$ cat src/hw/csa_defs.vh
// Purpose: constants of the charger state, regulation loop and limit
//          alert register bank
// Assumes: 16-bit registers reached by 8-bit sub-address
// Notes:   phase and loop codes are the encodings on the core-side inputs
`ifndef CSA_DEFS_VH
`define CSA_DEFS_VH

// register sub-addresses
`define CSA_OFF_PHASE      8'h34
`define CSA_OFF_LOOP       8'h35
`define CSA_OFF_ALERT      8'h36

// reset values
`define CSA_RST_REG        16'h0000

// charger phase codes on CHG_PHASE; one-hot bit = code - 1
`define CSA_PH_NONE        4'h0
`define CSA_PH_SHORT       4'h1
`define CSA_PH_MISSING     4'h2
`define CSA_PH_MAXTIME     4'h3
`define CSA_PH_CXTERM      4'h4
`define CSA_PH_TMRTERM     4'h5
`define CSA_PH_NTCPAUSE    4'h6
`define CSA_PH_BULK        4'h7
`define CSA_PH_PRECOND     4'h8
`define CSA_PH_SUSPEND     4'h9
`define CSA_PH_ABSORB      4'hA
`define CSA_PH_EQUALIZE    4'hB

// regulation loop codes on CHG_LOOP
`define CSA_LOOP_NONE      3'h0
`define CSA_LOOP_VBAT      3'h1
`define CSA_LOOP_ICHG      3'h2
`define CSA_LOOP_IIN       3'h3
`define CSA_LOOP_UV        3'h4

// loop indicator bit positions
`define CSA_LB_VBAT        0
`define CSA_LB_ICHG        1
`define CSA_LB_IIN         2
`define CSA_LB_UV          3

// limit alert bit positions
`define CSA_AB_MEAS_VALID  15
`define CSA_AB_QCNT_LO     13

// implemented bits of each register
`define CSA_PHASE_MASK     16'h07FF
`define CSA_LOOP_MASK      16'h000F
`define CSA_ALERT_MASK     16'hBFFF

`endif

$ cat src/hw/csa_bank.v
// Operation
// - state register is 16-bit read-only, at most one bit, 15:11 zero
// - bit 10 marks equalization phase, bit 9 marks absorb phase
// - bit 8 marks charger suspended, not charging
// - bit 7 marks preconditioning, bit 6 marks bulk constant-current phase
// - bit 5 marks pause for thermistor temperature
// - bit 4 timer termination, bit 3 low-current termination
// - bit 2 max charge time, bit 1 missing battery, bit 0 short
// - loop register read-only, exclusive bits, only while charging
// - loop bit 3 marks input undervoltage loop regulating
// - loop bit 2 marks input current limit loop regulating
// - loop bit 1 marks charge current loop regulating
// - loop bit 0 marks battery voltage loop regulating
// - an alert bit sets only while its enable bit is set
// - writing zero to an alert bit clears it
// - alert stays set until cleared or disabled
// - alert bit 15 sets when measurements first become valid
// - bit 13 charge count low, bit 12 charge count high
// - bit 11 battery voltage low, bit 10 battery voltage high
// - bit 9 input voltage low, bit 8 input voltage high
// - bit 7 system voltage low, bit 6 system voltage high
// - bit 5 input current high, bit 4 battery current low
// - bit 3 die temperature high, bit 2 series resistance high
// - bit 1 thermistor ratio high (cold), bit 0 low (hot)
//
// Purpose: charger phase, regulation loop and limit alert registers
// Assumes: register port driven by the serial slave on CORE_CLK
// Notes:   comparator results arrive as levels from the measurement logic
`timescale 1ns/1ps
`include "csa_defs.vh"

module csa_bank (
	input  wire        CORE_CLK,
	input  wire        SYS_RST,
	input  wire [7:0]  REG_ADDR,
	input  wire        REG_WR,
	input  wire [15:0] REG_WDATA,
	input  wire        REG_RD,
	output reg  [15:0] REG_RDATA,
	output reg         REG_RVALID,
	input  wire [3:0]  CHG_PHASE,
	input  wire [2:0]  CHG_LOOP,
	input  wire        MEAS_VALID,
	input  wire [13:0] LIMIT_TRIP,
	input  wire [15:0] LIMIT_EN,
	output wire        LIMIT_ALERT_ANY
);
	reg  [15:0] phase_ff;
	reg  [15:0] nxt_phase;
	reg  [15:0] loop_ff;
	reg  [15:0] nxt_loop;
	reg  [15:0] alert_ff;
	reg  [15:0] nxt_alert;
	reg         meas_valid_ff;
	reg  [15:0] nxt_rdata;
	reg         charging;
	wire        meas_rise;
	wire [15:0] trip_vec;
	wire [15:0] clr_vec;
	wire        alert_wr;

	// phase decode; one code drives one bit so exclusivity is structural
	always @* begin
		nxt_phase = `CSA_RST_REG;
		charging  = 1'b0;
		case (CHG_PHASE)
			`CSA_PH_SHORT: begin
				nxt_phase[0] = 1'b1;
			end
			`CSA_PH_MISSING: begin
				nxt_phase[1] = 1'b1;
			end
			`CSA_PH_MAXTIME: begin
				nxt_phase[2] = 1'b1;
			end
			`CSA_PH_CXTERM: begin
				nxt_phase[3] = 1'b1;
			end
			`CSA_PH_TMRTERM: begin
				nxt_phase[4] = 1'b1;
			end
			`CSA_PH_NTCPAUSE: begin
				nxt_phase[5] = 1'b1;
			end
			`CSA_PH_BULK: begin
				nxt_phase[6] = 1'b1;
				charging     = 1'b1;
			end
			`CSA_PH_PRECOND: begin
				nxt_phase[7] = 1'b1;
				charging     = 1'b1;
			end
			`CSA_PH_SUSPEND: begin
				nxt_phase[8] = 1'b1;
			end
			`CSA_PH_ABSORB: begin
				nxt_phase[9] = 1'b1;
				charging     = 1'b1;
			end
			`CSA_PH_EQUALIZE: begin
				nxt_phase[10] = 1'b1;
				charging      = 1'b1;
			end
			default: begin
				// idle and unused codes leave every bit clear
				nxt_phase = `CSA_RST_REG;
			end
		endcase
	end

	// loop decode, gated so no bit shows outside a charging phase
	always @* begin
		nxt_loop = `CSA_RST_REG;
		if (charging) begin
			case (CHG_LOOP)
				`CSA_LOOP_UV: begin
					nxt_loop[`CSA_LB_UV] = 1'b1;
				end
				`CSA_LOOP_IIN: begin
					nxt_loop[`CSA_LB_IIN] = 1'b1;
				end
				`CSA_LOOP_ICHG: begin
					nxt_loop[`CSA_LB_ICHG] = 1'b1;
				end
				`CSA_LOOP_VBAT: begin
					nxt_loop[`CSA_LB_VBAT] = 1'b1;
				end
				default: begin
					nxt_loop = `CSA_RST_REG;
				end
			endcase
		end
	end

	// only the rising edge counts, so a clear stays cleared while valid
	assign meas_rise = MEAS_VALID & ~meas_valid_ff;

	// trip bits 13:0 map straight onto alert bits 13:0; bit 14 unused
	assign trip_vec = {meas_rise, 1'b0, LIMIT_TRIP};
	// the map above also
	// and

	assign alert_wr = REG_WR & (REG_ADDR == `CSA_OFF_ALERT);
	assign clr_vec  = alert_wr ? ~REG_WDATA : 16'h0000;

	// a trip in the clearing cycle wins, so no event is lost;
	// dropping the enable clears the bit as well
	always @* begin
		nxt_alert = ((alert_ff & ~clr_vec) | trip_vec)
			& LIMIT_EN
			& `CSA_ALERT_MASK;
	end

	// read mux; unmapped addresses answer zero
	always @* begin
		case (REG_ADDR)
			`CSA_OFF_PHASE: begin
				nxt_rdata = phase_ff & `CSA_PHASE_MASK;
			end
			`CSA_OFF_LOOP: begin
				nxt_rdata = loop_ff & `CSA_LOOP_MASK;
			end
			`CSA_OFF_ALERT: begin
				nxt_rdata = alert_ff;
			end
			default: begin
				nxt_rdata = `CSA_RST_REG;
			end
		endcase
	end

	always @(posedge CORE_CLK or posedge SYS_RST) begin
		if (SYS_RST) begin
			phase_ff      <= `CSA_RST_REG;
			loop_ff       <= `CSA_RST_REG;
			alert_ff      <= `CSA_RST_REG;
			meas_valid_ff <= 1'b0;
			REG_RDATA     <= `CSA_RST_REG;
			REG_RVALID    <= 1'b0;
		end else begin
			phase_ff      <= nxt_phase;
			loop_ff       <= nxt_loop;
			alert_ff      <= nxt_alert;
			meas_valid_ff <= MEAS_VALID;
			REG_RVALID    <= REG_RD;
			if (REG_RD) begin
				REG_RDATA <= nxt_rdata;
			end
		end
	end

	assign LIMIT_ALERT_ANY = |alert_ff;

endmodule

$ cat config.mk
export PLATFORM = sky130hd
export DESIGN_NAME = csa_bank
export DESIGN_NICKNAME = d
export VERILOG_FILES = /design/src/hw/csa_bank.v
export VERILOG_INCLUDE_DIRS = /design/src /design/src/hw
export SDC_FILE = /design/constraint.sdc
export NUM_CORES = 1
export LEC_CHECK = 0
export ABC_AREA = 0
export BUFFER_PORTS_ARGS = -buffer_cell sky130_fd_sc_hd__buf_2
export CAP_MARGIN = 20
export CELL_PAD_IN_SITES_DETAIL_PLACEMENT = 0
export CELL_PAD_IN_SITES_GLOBAL_PLACEMENT = 1
export CORE_AREA = 2 2 83 85
export CTS_BUF_LIST = sky130_fd_sc_hd__clkbuf_16
export DETAILED_ROUTE_END_ITERATION = 10
export DIE_AREA = 0 0 85 87
export PLACE_DENSITY = 0.83
export SLEW_MARGIN = 0
export SYNTH_ARGS = -nofsm -noshare
export SYNTH_HDL_FRONTEND = slang
export SYNTH_SLANG_ARGS = --single-unit
$ cat constraint.sdc
create_clock -name CORE_CLK -period 1.3 [get_ports CORE_CLK]
set_input_delay 0.26 -clock CORE_CLK [delete_from_list [all_inputs] [get_ports CORE_CLK]]
set_output_delay 0.26 -clock CORE_CLK [all_outputs]
set_load 0.02 [all_outputs]
==> results of run 1 <==
==> what timing repair did <==
item	4_1_cts	5_1_grt
gates cloned	0	0
pin swaps	2	0
setup endpoints to repair	1	1
buffers inserted	1	0
gates resized for setup	5	0
endpoints found under the hold margin	15	0
hold buffers	1	0
==> power breakdown <==
group / leakage (nW) / switching [W] / internal [W] / total [W]
clock: 0.0812 / 0.000501 / 0.000896 / 0.00140
sequential: 0.627 / 0.0000305 / 0.00151 / 0.00154
combinational: 0.720 / 0.000186 / 0.000208 / 0.000394
total: 1.43 / 0.000717 / 0.00261 / 0.00333
==> how the worst max path moves through the flow <==
stage,startpoint,endpoint,slack [ps],cells past startpoint
5_1_grt,alert_ff[1],LIMIT_ALERT_ANY,-350,3
3_3_place_gp,alert_ff[11],LIMIT_ALERT_ANY,-50,3
3_5_place_dp,alert_ff[11],LIMIT_ALERT_ANY,-70,3
4_1_cts,alert_ff[1],LIMIT_ALERT_ANY,-280,3
2_1_floorplan,REG_ADDR[3],alert_ff[4],140,5
6_report,alert_ff[1],LIMIT_ALERT_ANY,-280,3
==> worst max-delay path: stages (launching register included) <==
cell     delay [ps]
dfrtp_1         410
nor4_4          310
nand4_1         140
buf_4           190
==> per-layer routing <==
metal,wire [um],track usage [%]
met1,2020,15.1
met2,2530,23.4
met3,252,3.32
met4,39,3.90
met5,0,0
==> registers in the layout, indices dropped and copies added (netlist names) <==
| register | flops |
|---|---|
| REG_RDATA | 15 |
| REG_RVALID | 1 |
| alert_ff | 15 |
| loop_ff | 4 |
| meas_valid_ff | 1 |
| phase_ff | 11 |
==> kinds of logic after synthesis <==
kind of cell | count (synthesis)
AO/OA/AOI/OAI | 50
buffers and inverters | 24
flip-flops | 47
multiplexers | 11
other | 1
AND/OR/NAND/NOR | 60
==> final cells by class <==
class                           instances  area, um2  share of cell area (%)
Tap cell                               80        100                    3.45
Multi-Input combinational cell        122        779                    26.8
Timing Repair Buffer                  105        618                    21.3
Inverter                               17       67.6                    2.33
Clock buffer                            5        125                    4.31
Sequential cell                        47       1180                    40.5
Clock inverter                          3       38.8                    1.34
==> stage by stage <==
step / hold slack (ps) / std cells / utilization (%) / area [um2] / total power (W)
finish: 94.5 / 379 / 44.2 / 2910 / 0.00333
global route: 81.3 / 379 / 44.2 / 2910 / 0.00348
CTS: 87.1 / 379 / 44.2 / 2910 / 0.00338
detailed placement: 284 / 369 / 41.0 / 2700 / 0.00195
global placement: 285 / 369 / 41.0 / 2700 / 0.00194
floorplan: 283 / 193 / - / 2050 / 0.00173
==> cell usage in the layout (no fill, tap or decap), types with 2 or more instances in the layout <==
cell type / instances
buf_4: 23
buf_12: 2
mux2_2: 7
buf_2: 79
nor2b_1: 2
inv_1: 16
o22ai_1: 15
nor4b_1: 3
nand2_1: 13
nor2_1: 21
a2bb2oi_1: 4
nor3_1: 5
mux2i_1: 4
o21ai_0: 15
a21oi_1: 5
and4b_1: 3
a21oi_2: 10
clkbuf_16: 5
nand2b_1: 3
dfrtp_1: 47
==> flow_summary.json, run 1 <==
{
  "final.setup.tns_ps": -283,
  "synth-adder-area-share_pct": 0,
  "worst_slack_ps": -283,
  "layout-drive-gt1-share_pct": 44.1,
  "worstHoldEndpoint": "meas_valid_ff",
  "synthSimpleGateAreaFrac_pct": 15.0,
  "synth_warnings": 0,
  "max_cap_violations": 0,
  "insertedDiodeCount": 0,
  "cts.htree.levels": 2,
  "r2r_cells": 5,
  "hold-path-cell-count": 1,
  "rsz0062_at_grt": "yes",
  "leakage_nw": 1.43,
  "core_area_um2": 6570,
  "async_reset_ff_share_pct": 100,
  "post-route-period-util_pct": 122,
  "synth_top_family_by_area": "compound AO/OA/AOI/OAI gates",
  "place.gp.congestion": 0.790,
  "die_height_um": 87,
  "synth_seq_cells": 47,
  "synth_edf_count": 0,
  "grt_pass1_wl_um": 7470,
  "drt_first_iter_violations": 53,
  "cts.sinks": 47,
  "synth_common_cells": "dfrtp_1, nor2_1, inv_1",
  "die_w_um": 85,
  "reg2reg_slack_ps": 120,
  "cts_tree": "built",
  "synth_xor_area_share_pct": 0,
  "synth_mux_area_share_pct": 5.81,
  "ys_seq_area_share_pct": 57.5,
  "firstDrtPassIters": 4,
  "cts.clk_slew.worst_paths_ps": 60,
  "reg2reg_to": "REG_RDATA[1]",
  "final_antenna_net_count": 0,
  "setup_violations": 1,
  "cts.path.max_buffers": 2,
  "cts_buffers": 5,
  "synthFlopType": "dfrtp_1",
  "status": "finished, violations left",
  "arrival_ps": 1320,
  "vias": 1719,
  "syn2layout_area_growth_pct": 42.0,
  "post_drt_wl_per_cell_um": 12.8,
  "pin_count": 84,
  "rows": 30,
  "power_per_cell_area_nw_per_um2": 1150,
  "insertion_delay_ps": 280,
  "postSynthAreaPerCell_um2": 10.6,
  "synth.distinct_cells": 29,
  "report.final.hold_viol_count": 0,
  "synth-compound-area-share_pct": 15.8,
  "wl_um": 4840,
  "dp_hpwl_um": 3890,
  "drt-vias-per-instance": 4.54,
  "path_max_fanout": 2,
  "nets": 364,
  "slew_violations": 0,
  "hp-class": "primary input to register",
  "syn_nets": 259,
  "die_area_um2": 7400,
  "skew_ps": 3.85,
  "crit_required_ps": 1040,
  "crit_type": "register to output pin",
  "start_util_pct": 31.1,
  "yosysMostFrequentCell": "dfrtp_1",
  "peakVddDrop_uv": 546,
  "ys_top_cells_by_area": "dfrtp_1, o22ai_1, a21oi_2",
  "port_buffers": 80,
  "overflow": 0,
  "yosysTopAreaCellShare_pct": 57.5,
  "root_buffer": "clkbuf_16",
  "grt_max_degree": 18,
  "grt_use_total_pct": 12.9,
  "timing.rr.start": "alert_ff[1]",
  "syn_area_um2": 2050,
  "synthCells": 193,
  "preCtsSetupSlack_ps": -73.4,
  "drc": 0,
  "critPathLaunchType": "register",
  "antenna_found_initial": 0,
  "nFillCells": 627,
  "synth_top_area_cell": "dfrtp_1",
  "cp-end-kind": "output pin",
  "violations": "negative setup slack",
  "hold_path.startpoint": "MEAS_VALID",
  "min_period_ps": 1580,
  "grt_pass1_vias": 1621,
  "max_freq_ghz": 0.632
}
Power figures use the tool's default switching activity.
==> inputs of run 2 (changes only) <==
--- a/config.mk
+++ b/config.mk
@@ -11,11 +11,12 @@
 export CAP_MARGIN = 20
 export CELL_PAD_IN_SITES_DETAIL_PLACEMENT = 0
 export CELL_PAD_IN_SITES_GLOBAL_PLACEMENT = 1
-export CORE_AREA = 2 2 83 85
+export CORE_AREA = 2 2 98 100
 export CTS_BUF_LIST = sky130_fd_sc_hd__clkbuf_16
 export DETAILED_ROUTE_END_ITERATION = 10
-export DIE_AREA = 0 0 85 87
-export PLACE_DENSITY = 0.83
+export DIE_AREA = 0 0 100 102
+export GPL_TIMING_DRIVEN = 0
+export PLACE_DENSITY = 0.65
 export SLEW_MARGIN = 0
 export SYNTH_ARGS = -nofsm -noshare
 export SYNTH_HDL_FRONTEND = slang
==> flow_summary.json, run 2 (synthesized netlist as in run 1, its figures left out) <==
{
  "multi_input_area_um2": 774,
  "worst_slack_ps": -296,
  "start_util_pct": 22.5,
  "use_met3_pct": 2.94,
  "place.gp.congestion": 0.740,
  "antenna_found_initial": 1,
  "path_max_fanout": 3,
  "insertion_delay_ps": 280,
  "grt_pass1_wl_um": 8580,
  "worstHoldEndpoint": "meas_valid_ff",
  "rsz0062_at_grt": "yes",
  "grt_pass1_vias": 1698,
  "root_buffer": "clkbuf_16",
  "crit_required_ps": 1040,
  "whs_ps": 100,
  "die_area_um2": 10200,
  "hp-class": "primary input to register",
  "cts.clk_slew.worst_paths_ps": 60,
  "timing.rr.start": "alert_ff[1]",
  "core_area_um2": 9110,
  "insertedDiodeCount": 0,
  "cts_buffers": 5,
  "violations": "negative setup slack",
  "skew_ps": 3.85,
  "hold_path.startpoint": "MEAS_VALID",
  "die_w_um": 100,
  "top_regs": "REG_RDATA x15, alert_ff x15, phase_ff x11",
  "placed_cell_area_um2": 2590,
  "post-route-period-util_pct": 123,
  "grt_max_degree": 48,
  "pin_count": 84,
  "cts.htree.levels": 2,
  "regArea_um2": 1180,
  "post_drt_wl_per_cell_um": 13.8,
  "reg2reg_to": "REG_RDATA[1]",
  "met1_usage_pct": 14.3,
  "r2r_cells": 4,
  "dp_hpwl_um": 4140,
  "drc": 0,
  "cts.path.max_buffers": 2,
  "cts.sinks": 47,
  "fin_area_um2": 2800,
  "firstDrtPassIters": 4,
  "drt-vias-per-instance": 4.30,
  "syn2layout_area_growth_pct": 36.9,
  "nets": 349,
  "final.setup.tns_ps": -296,
  "arrival_ps": 1340,
  "mostFrequentLayoutCell": "buf_2",
  "critPathLaunchType": "register",
  "setup_violations": 1,
  "port_buffers": 80,
  "nFillCells": 963,
  "slew_violations": 0,
  "total_power_w": 0.00311,
  "cp-end-kind": "output pin",
  "die_height_um": 102,
  "status": "finished, violations left",
  "wl_um": 5450,
  "final_antenna_net_count": 0,
  "overflow": 0,
  "power_per_cell_area_nw_per_um2": 1110,
  "report.final.hold_viol_count": 0,
  "max_freq_ghz": 0.626,
  "drt_first_iter_violations": 44,
  "rows": 35,
  "grtUsageMet2_pct": 18.1,
  "post-route-util_pct": 30.7,
  "leakage_nw": 1.33,
  "min_period_ps": 1600,
  "vias": 1699,
  "layout-drive-gt1-share_pct": 41.2,
  "hold-path-cell-count": 1,
  "max_cap_violations": 0,
  "reg2reg_slack_ps": 200,
  "grt_use_total_pct": 11.1,
  "crit_type": "register to output pin",
  "final_cell_mix": "buf_2, dfrtp_1, nor2_1",
  "peakVddDrop_uv": 624,
  "cts_tree": "built",
  "busiest_layer": "met2"
}
## run 2: cell types whose count changed in the layout (fill, tap and decap cells not counted), sizes merged
cell      previous run  this run
inv                 16        17
clkbuf               5         8
clkinvlp             1         2
buf                104        86
bufinv               1         0
clkinv               2         1
## run 2: worst max path at each step
stage                      start               to  slack [ps]  depth (start not counted)
finish              alert_ff[15]  LIMIT_ALERT_ANY        -300                          3
global route        alert_ff[15]  LIMIT_ALERT_ANY        -360                          3
CTS                 alert_ff[15]  LIMIT_ALERT_ANY        -310                          3
detailed placement        REG_RD     REG_RDATA[1]        -240                          4
global placement          REG_RD     REG_RDATA[8]        -230                          5
floorplan            REG_ADDR[3]      alert_ff[4]         140                          5
## run 2: final cells by class
cell class                 count  area share (%)
inverter                      17            2.41
clock inverter                 3           0.581
tap                          111            4.96
sequential                    47            42.1
buffer                         7            1.97
multi-input combinational    122            27.7
clock buffer                   5            4.47
timing repair buffer          83            15.9
## run 2: power breakdown
| part | total (W) | switching [W] | internal (W) |
|---|---|---|---|
| sequential | 0.00155 | 0.0000422 | 0.00151 |
| clock | 0.00122 | 0.000522 | 0.000702 |
| combinational | 0.000335 | 0.000171 | 0.000164 |
## run 2: timing repair
action                                 4_1_cts  5_1_grt
hold buffers                                 0        1
pin swaps                                    3        0
setup endpoints to repair                    1       12
endpoints found under the hold margin        0        5
setup buffers                                1        0
resized for setup                            6        5
## run 2: worst max-delay path, cell delays in order, from the launching register on
cell and delay [ps]:
dfrtp_2 440, nor4_4 310, nand4_1 140, buf_6 160
## run 2: layer usage
layer / part of all wire [%] / up-vias
met5: 0.24 / -
li1: - / 854
met4: 1.2 / 2
met2: 49 / 42
met1: 45 / 797
met3: 4.4 / 4
## run 2: through the flow
step / setup WS [ps] / instances
2_1_floorplan: 138 / 193
4_1_cts: -307 / 393
3_3_place_gp: -226 / 384
6_report: -296 / 395
3_5_place_dp: -244 / 384
5_1_grt: -359 / 395
==> inputs of run 3 (changes only) <==
--- a/config.mk
+++ b/config.mk
@@ -11,12 +11,12 @@
 export CAP_MARGIN = 20
 export CELL_PAD_IN_SITES_DETAIL_PLACEMENT = 0
 export CELL_PAD_IN_SITES_GLOBAL_PLACEMENT = 1
-export CORE_AREA = 2 2 98 100
+export CORE_AREA = 2 2 83 85
 export CTS_BUF_LIST = sky130_fd_sc_hd__clkbuf_16
 export DETAILED_ROUTE_END_ITERATION = 10
-export DIE_AREA = 0 0 100 102
+export DIE_AREA = 0 0 85 87
 export GPL_TIMING_DRIVEN = 0
-export PLACE_DENSITY = 0.65
+export PLACE_DENSITY = 0.83
 export SLEW_MARGIN = 0
 export SYNTH_ARGS = -nofsm -noshare
 export SYNTH_HDL_FRONTEND = slang
==> flow_summary.json, run 3 (synthesized netlist as in run 1, its figures left out) <==
{
  "antenna_found_initial": 0,
  "slowest_stage": "dfrtp_1",
  "insertedDiodeCount": 0,
  "final_antenna_net_count": 0,
  "worst-path-buf-inv": 1,
  "route.met3.wl_um": 251,
  "path_cells": "nor4_2, nand4_1, buf_4",
  "worst_slack_ps": -262,
  "peakVddDrop_uv": 668,
  "top_regs": "REG_RDATA x15, alert_ff x15, phase_ff x11",
  "routedLengthMet1_um": 2200,
  "setup_violations": 1,
  "core_area_um2": 6570,
  "rsz0062_at_grt": "yes",
  "wl_um": 4920,
  "max_freq_ghz": 0.640,
  "cts.htree.levels": 2,
  "cp-end-kind": "output pin",
  "arrival_ps": 1300,
  "grt_pass1_wl_um": 7740,
  "start_util_pct": 31.1,
  "power_per_cell_area_nw_per_um2": 1190,
  "path_max_fanout": 2,
  "report.final.hold_viol_count": 0,
  "maxUsedRoutingLayer": "met4",
  "drt_first_iter_violations": 58,
  "cts.sinks": 47,
  "total_power_w": 0.00330,
  "die_w_um": 85,
  "drc": 0,
  "wl_met2_um": 2390,
  "place.gp.congestion": 0.715,
  "cts_tree": "built",
  "post-route-util_pct": 42.3,
  "dp_hpwl_um": 3680,
  "overflow": 0,
  "cts_buffers": 5,
  "grt_max_degree": 48,
  "root_buffer": "clkbuf_16",
  "die_height_um": 87,
  "nets": 351,
  "skew_ps": 4.24,
  "pin_count": 84,
  "crit_required_ps": 1040,
  "slowest_delay_ps": 410,
  "syn2layout_area_growth_pct": 36.0,
  "post-route-period-util_pct": 120,
  "crit_family": "simple AND/OR/NAND/NOR gates",
  "port_buffers": 80,
  "min_period_ps": 1560,
  "mostFrequentLayoutCell": "buf_2",
  "status": "finished, violations left",
  "nFillCells": 652,
  "vias": 1731,
  "insertion_delay_ps": 290,
  "critPathLaunchType": "register",
  "drt-vias-per-instance": 4.73,
  "firstDrtPassIters": 4,
  "cts.path.max_buffers": 2,
  "layout-drive-gt1-share_pct": 40.2,
  "violations": "negative setup slack",
  "whs_ps": 91.1,
  "die_area_um2": 7400,
  "grt_use_total_pct": 13.6,
  "grt_pass1_vias": 1599,
  "cts.clk_slew.worst_paths_ps": 60,
  "crit_type": "register to output pin",
  "hp-class": "primary input to register",
  "post_drt_wl_per_cell_um": 13.4,
  "final_cell_mix": "buf_2, dfrtp_1, nor2_1",
  "slew_violations": 0,
  "leakage_nw": 1.35,
  "rows": 30,
  "max_cap_violations": 0
}
==> run 3: cell count changes in the layout (fill, tap and decap cells not counted), sizes merged <==
cell,previous run,this run
buf,86,89
bufinv,0,1
clkbuf,8,7
clkinv,1,2
clkinvlp,2,1
inv,17,16
==> run 3: power by group <==
group	internal, W	switching [W]
registers	0.00151	0.0000363
clock network	0.000896	0.000522
logic	0.000166	0.000170
==> run 3: what timing repair did <==
action / 4_1_cts / 5_1_grt
hold buffers: 0 / 1
buffers inserted: 3 / 0
setup endpoints to repair: 1 / 2
resized for setup: 3 / 1
pin swaps: 2 / 0
hold endpoints to repair: 0 / 3
==> run 3: routing by layer <==
layer,GRT usage (%),vias to the layer above
met3,3.60,6
met4,5.19,0
li1,-,868
met5,0,-
met1,16.9,817
met2,22.6,40
==> run 3: final timing paths <==
kind                                   start         endpoint  slack, ps  depth (start not counted)
worst max-delay path            alert_ff[15]  LIMIT_ALERT_ANY       -260                          3
max in group asynchronous            SYS_RST     alert_ff[10]        470                          4
worst min-delay path              MEAS_VALID    meas_valid_ff         90                          1
worst max register to register   alert_ff[1]     REG_RDATA[1]        170                          4
min in group asynchronous            SYS_RST     REG_RDATA[5]        400                          3
worst min register to register  REG_RDATA[9]     REG_RDATA[9]        520                          2
==> run 3: worst reg2reg max path, stage by stage, from the launching register on <==
cell and delay (ps):
dfrtp_1 390, buf_4 150, mux2i_1 170, a2bb2oi_1 200
o22ai_1 90
==> run 3: per-stage QoR <==
step | area, um2 | cells | setup TNS (ps) | setup WS (ps)
2_1_floorplan | 2050 | 193 | 0 | 138
3_3_place_gp | 2550 | 353 | -2010 | -132
3_5_place_dp | 2550 | 353 | -2500 | -156
4_1_cts | 2750 | 364 | -276 | -276
5_1_grt | 2780 | 366 | -333 | -333
6_report | 2780 | 366 | -262 | -262
==> run 3: cell type report <==
class                      count  area (um2)  area share [%]
sequential                    47        1180            42.3
tap                           80         100            3.60
multi-input combinational    122         766            27.5
clock inverter                 3        38.8            1.39
inverter                      17        67.6            2.43
timing repair buffer          85         455            16.4
buffer                         7        52.6            1.89
clock buffer                   5         125            4.50
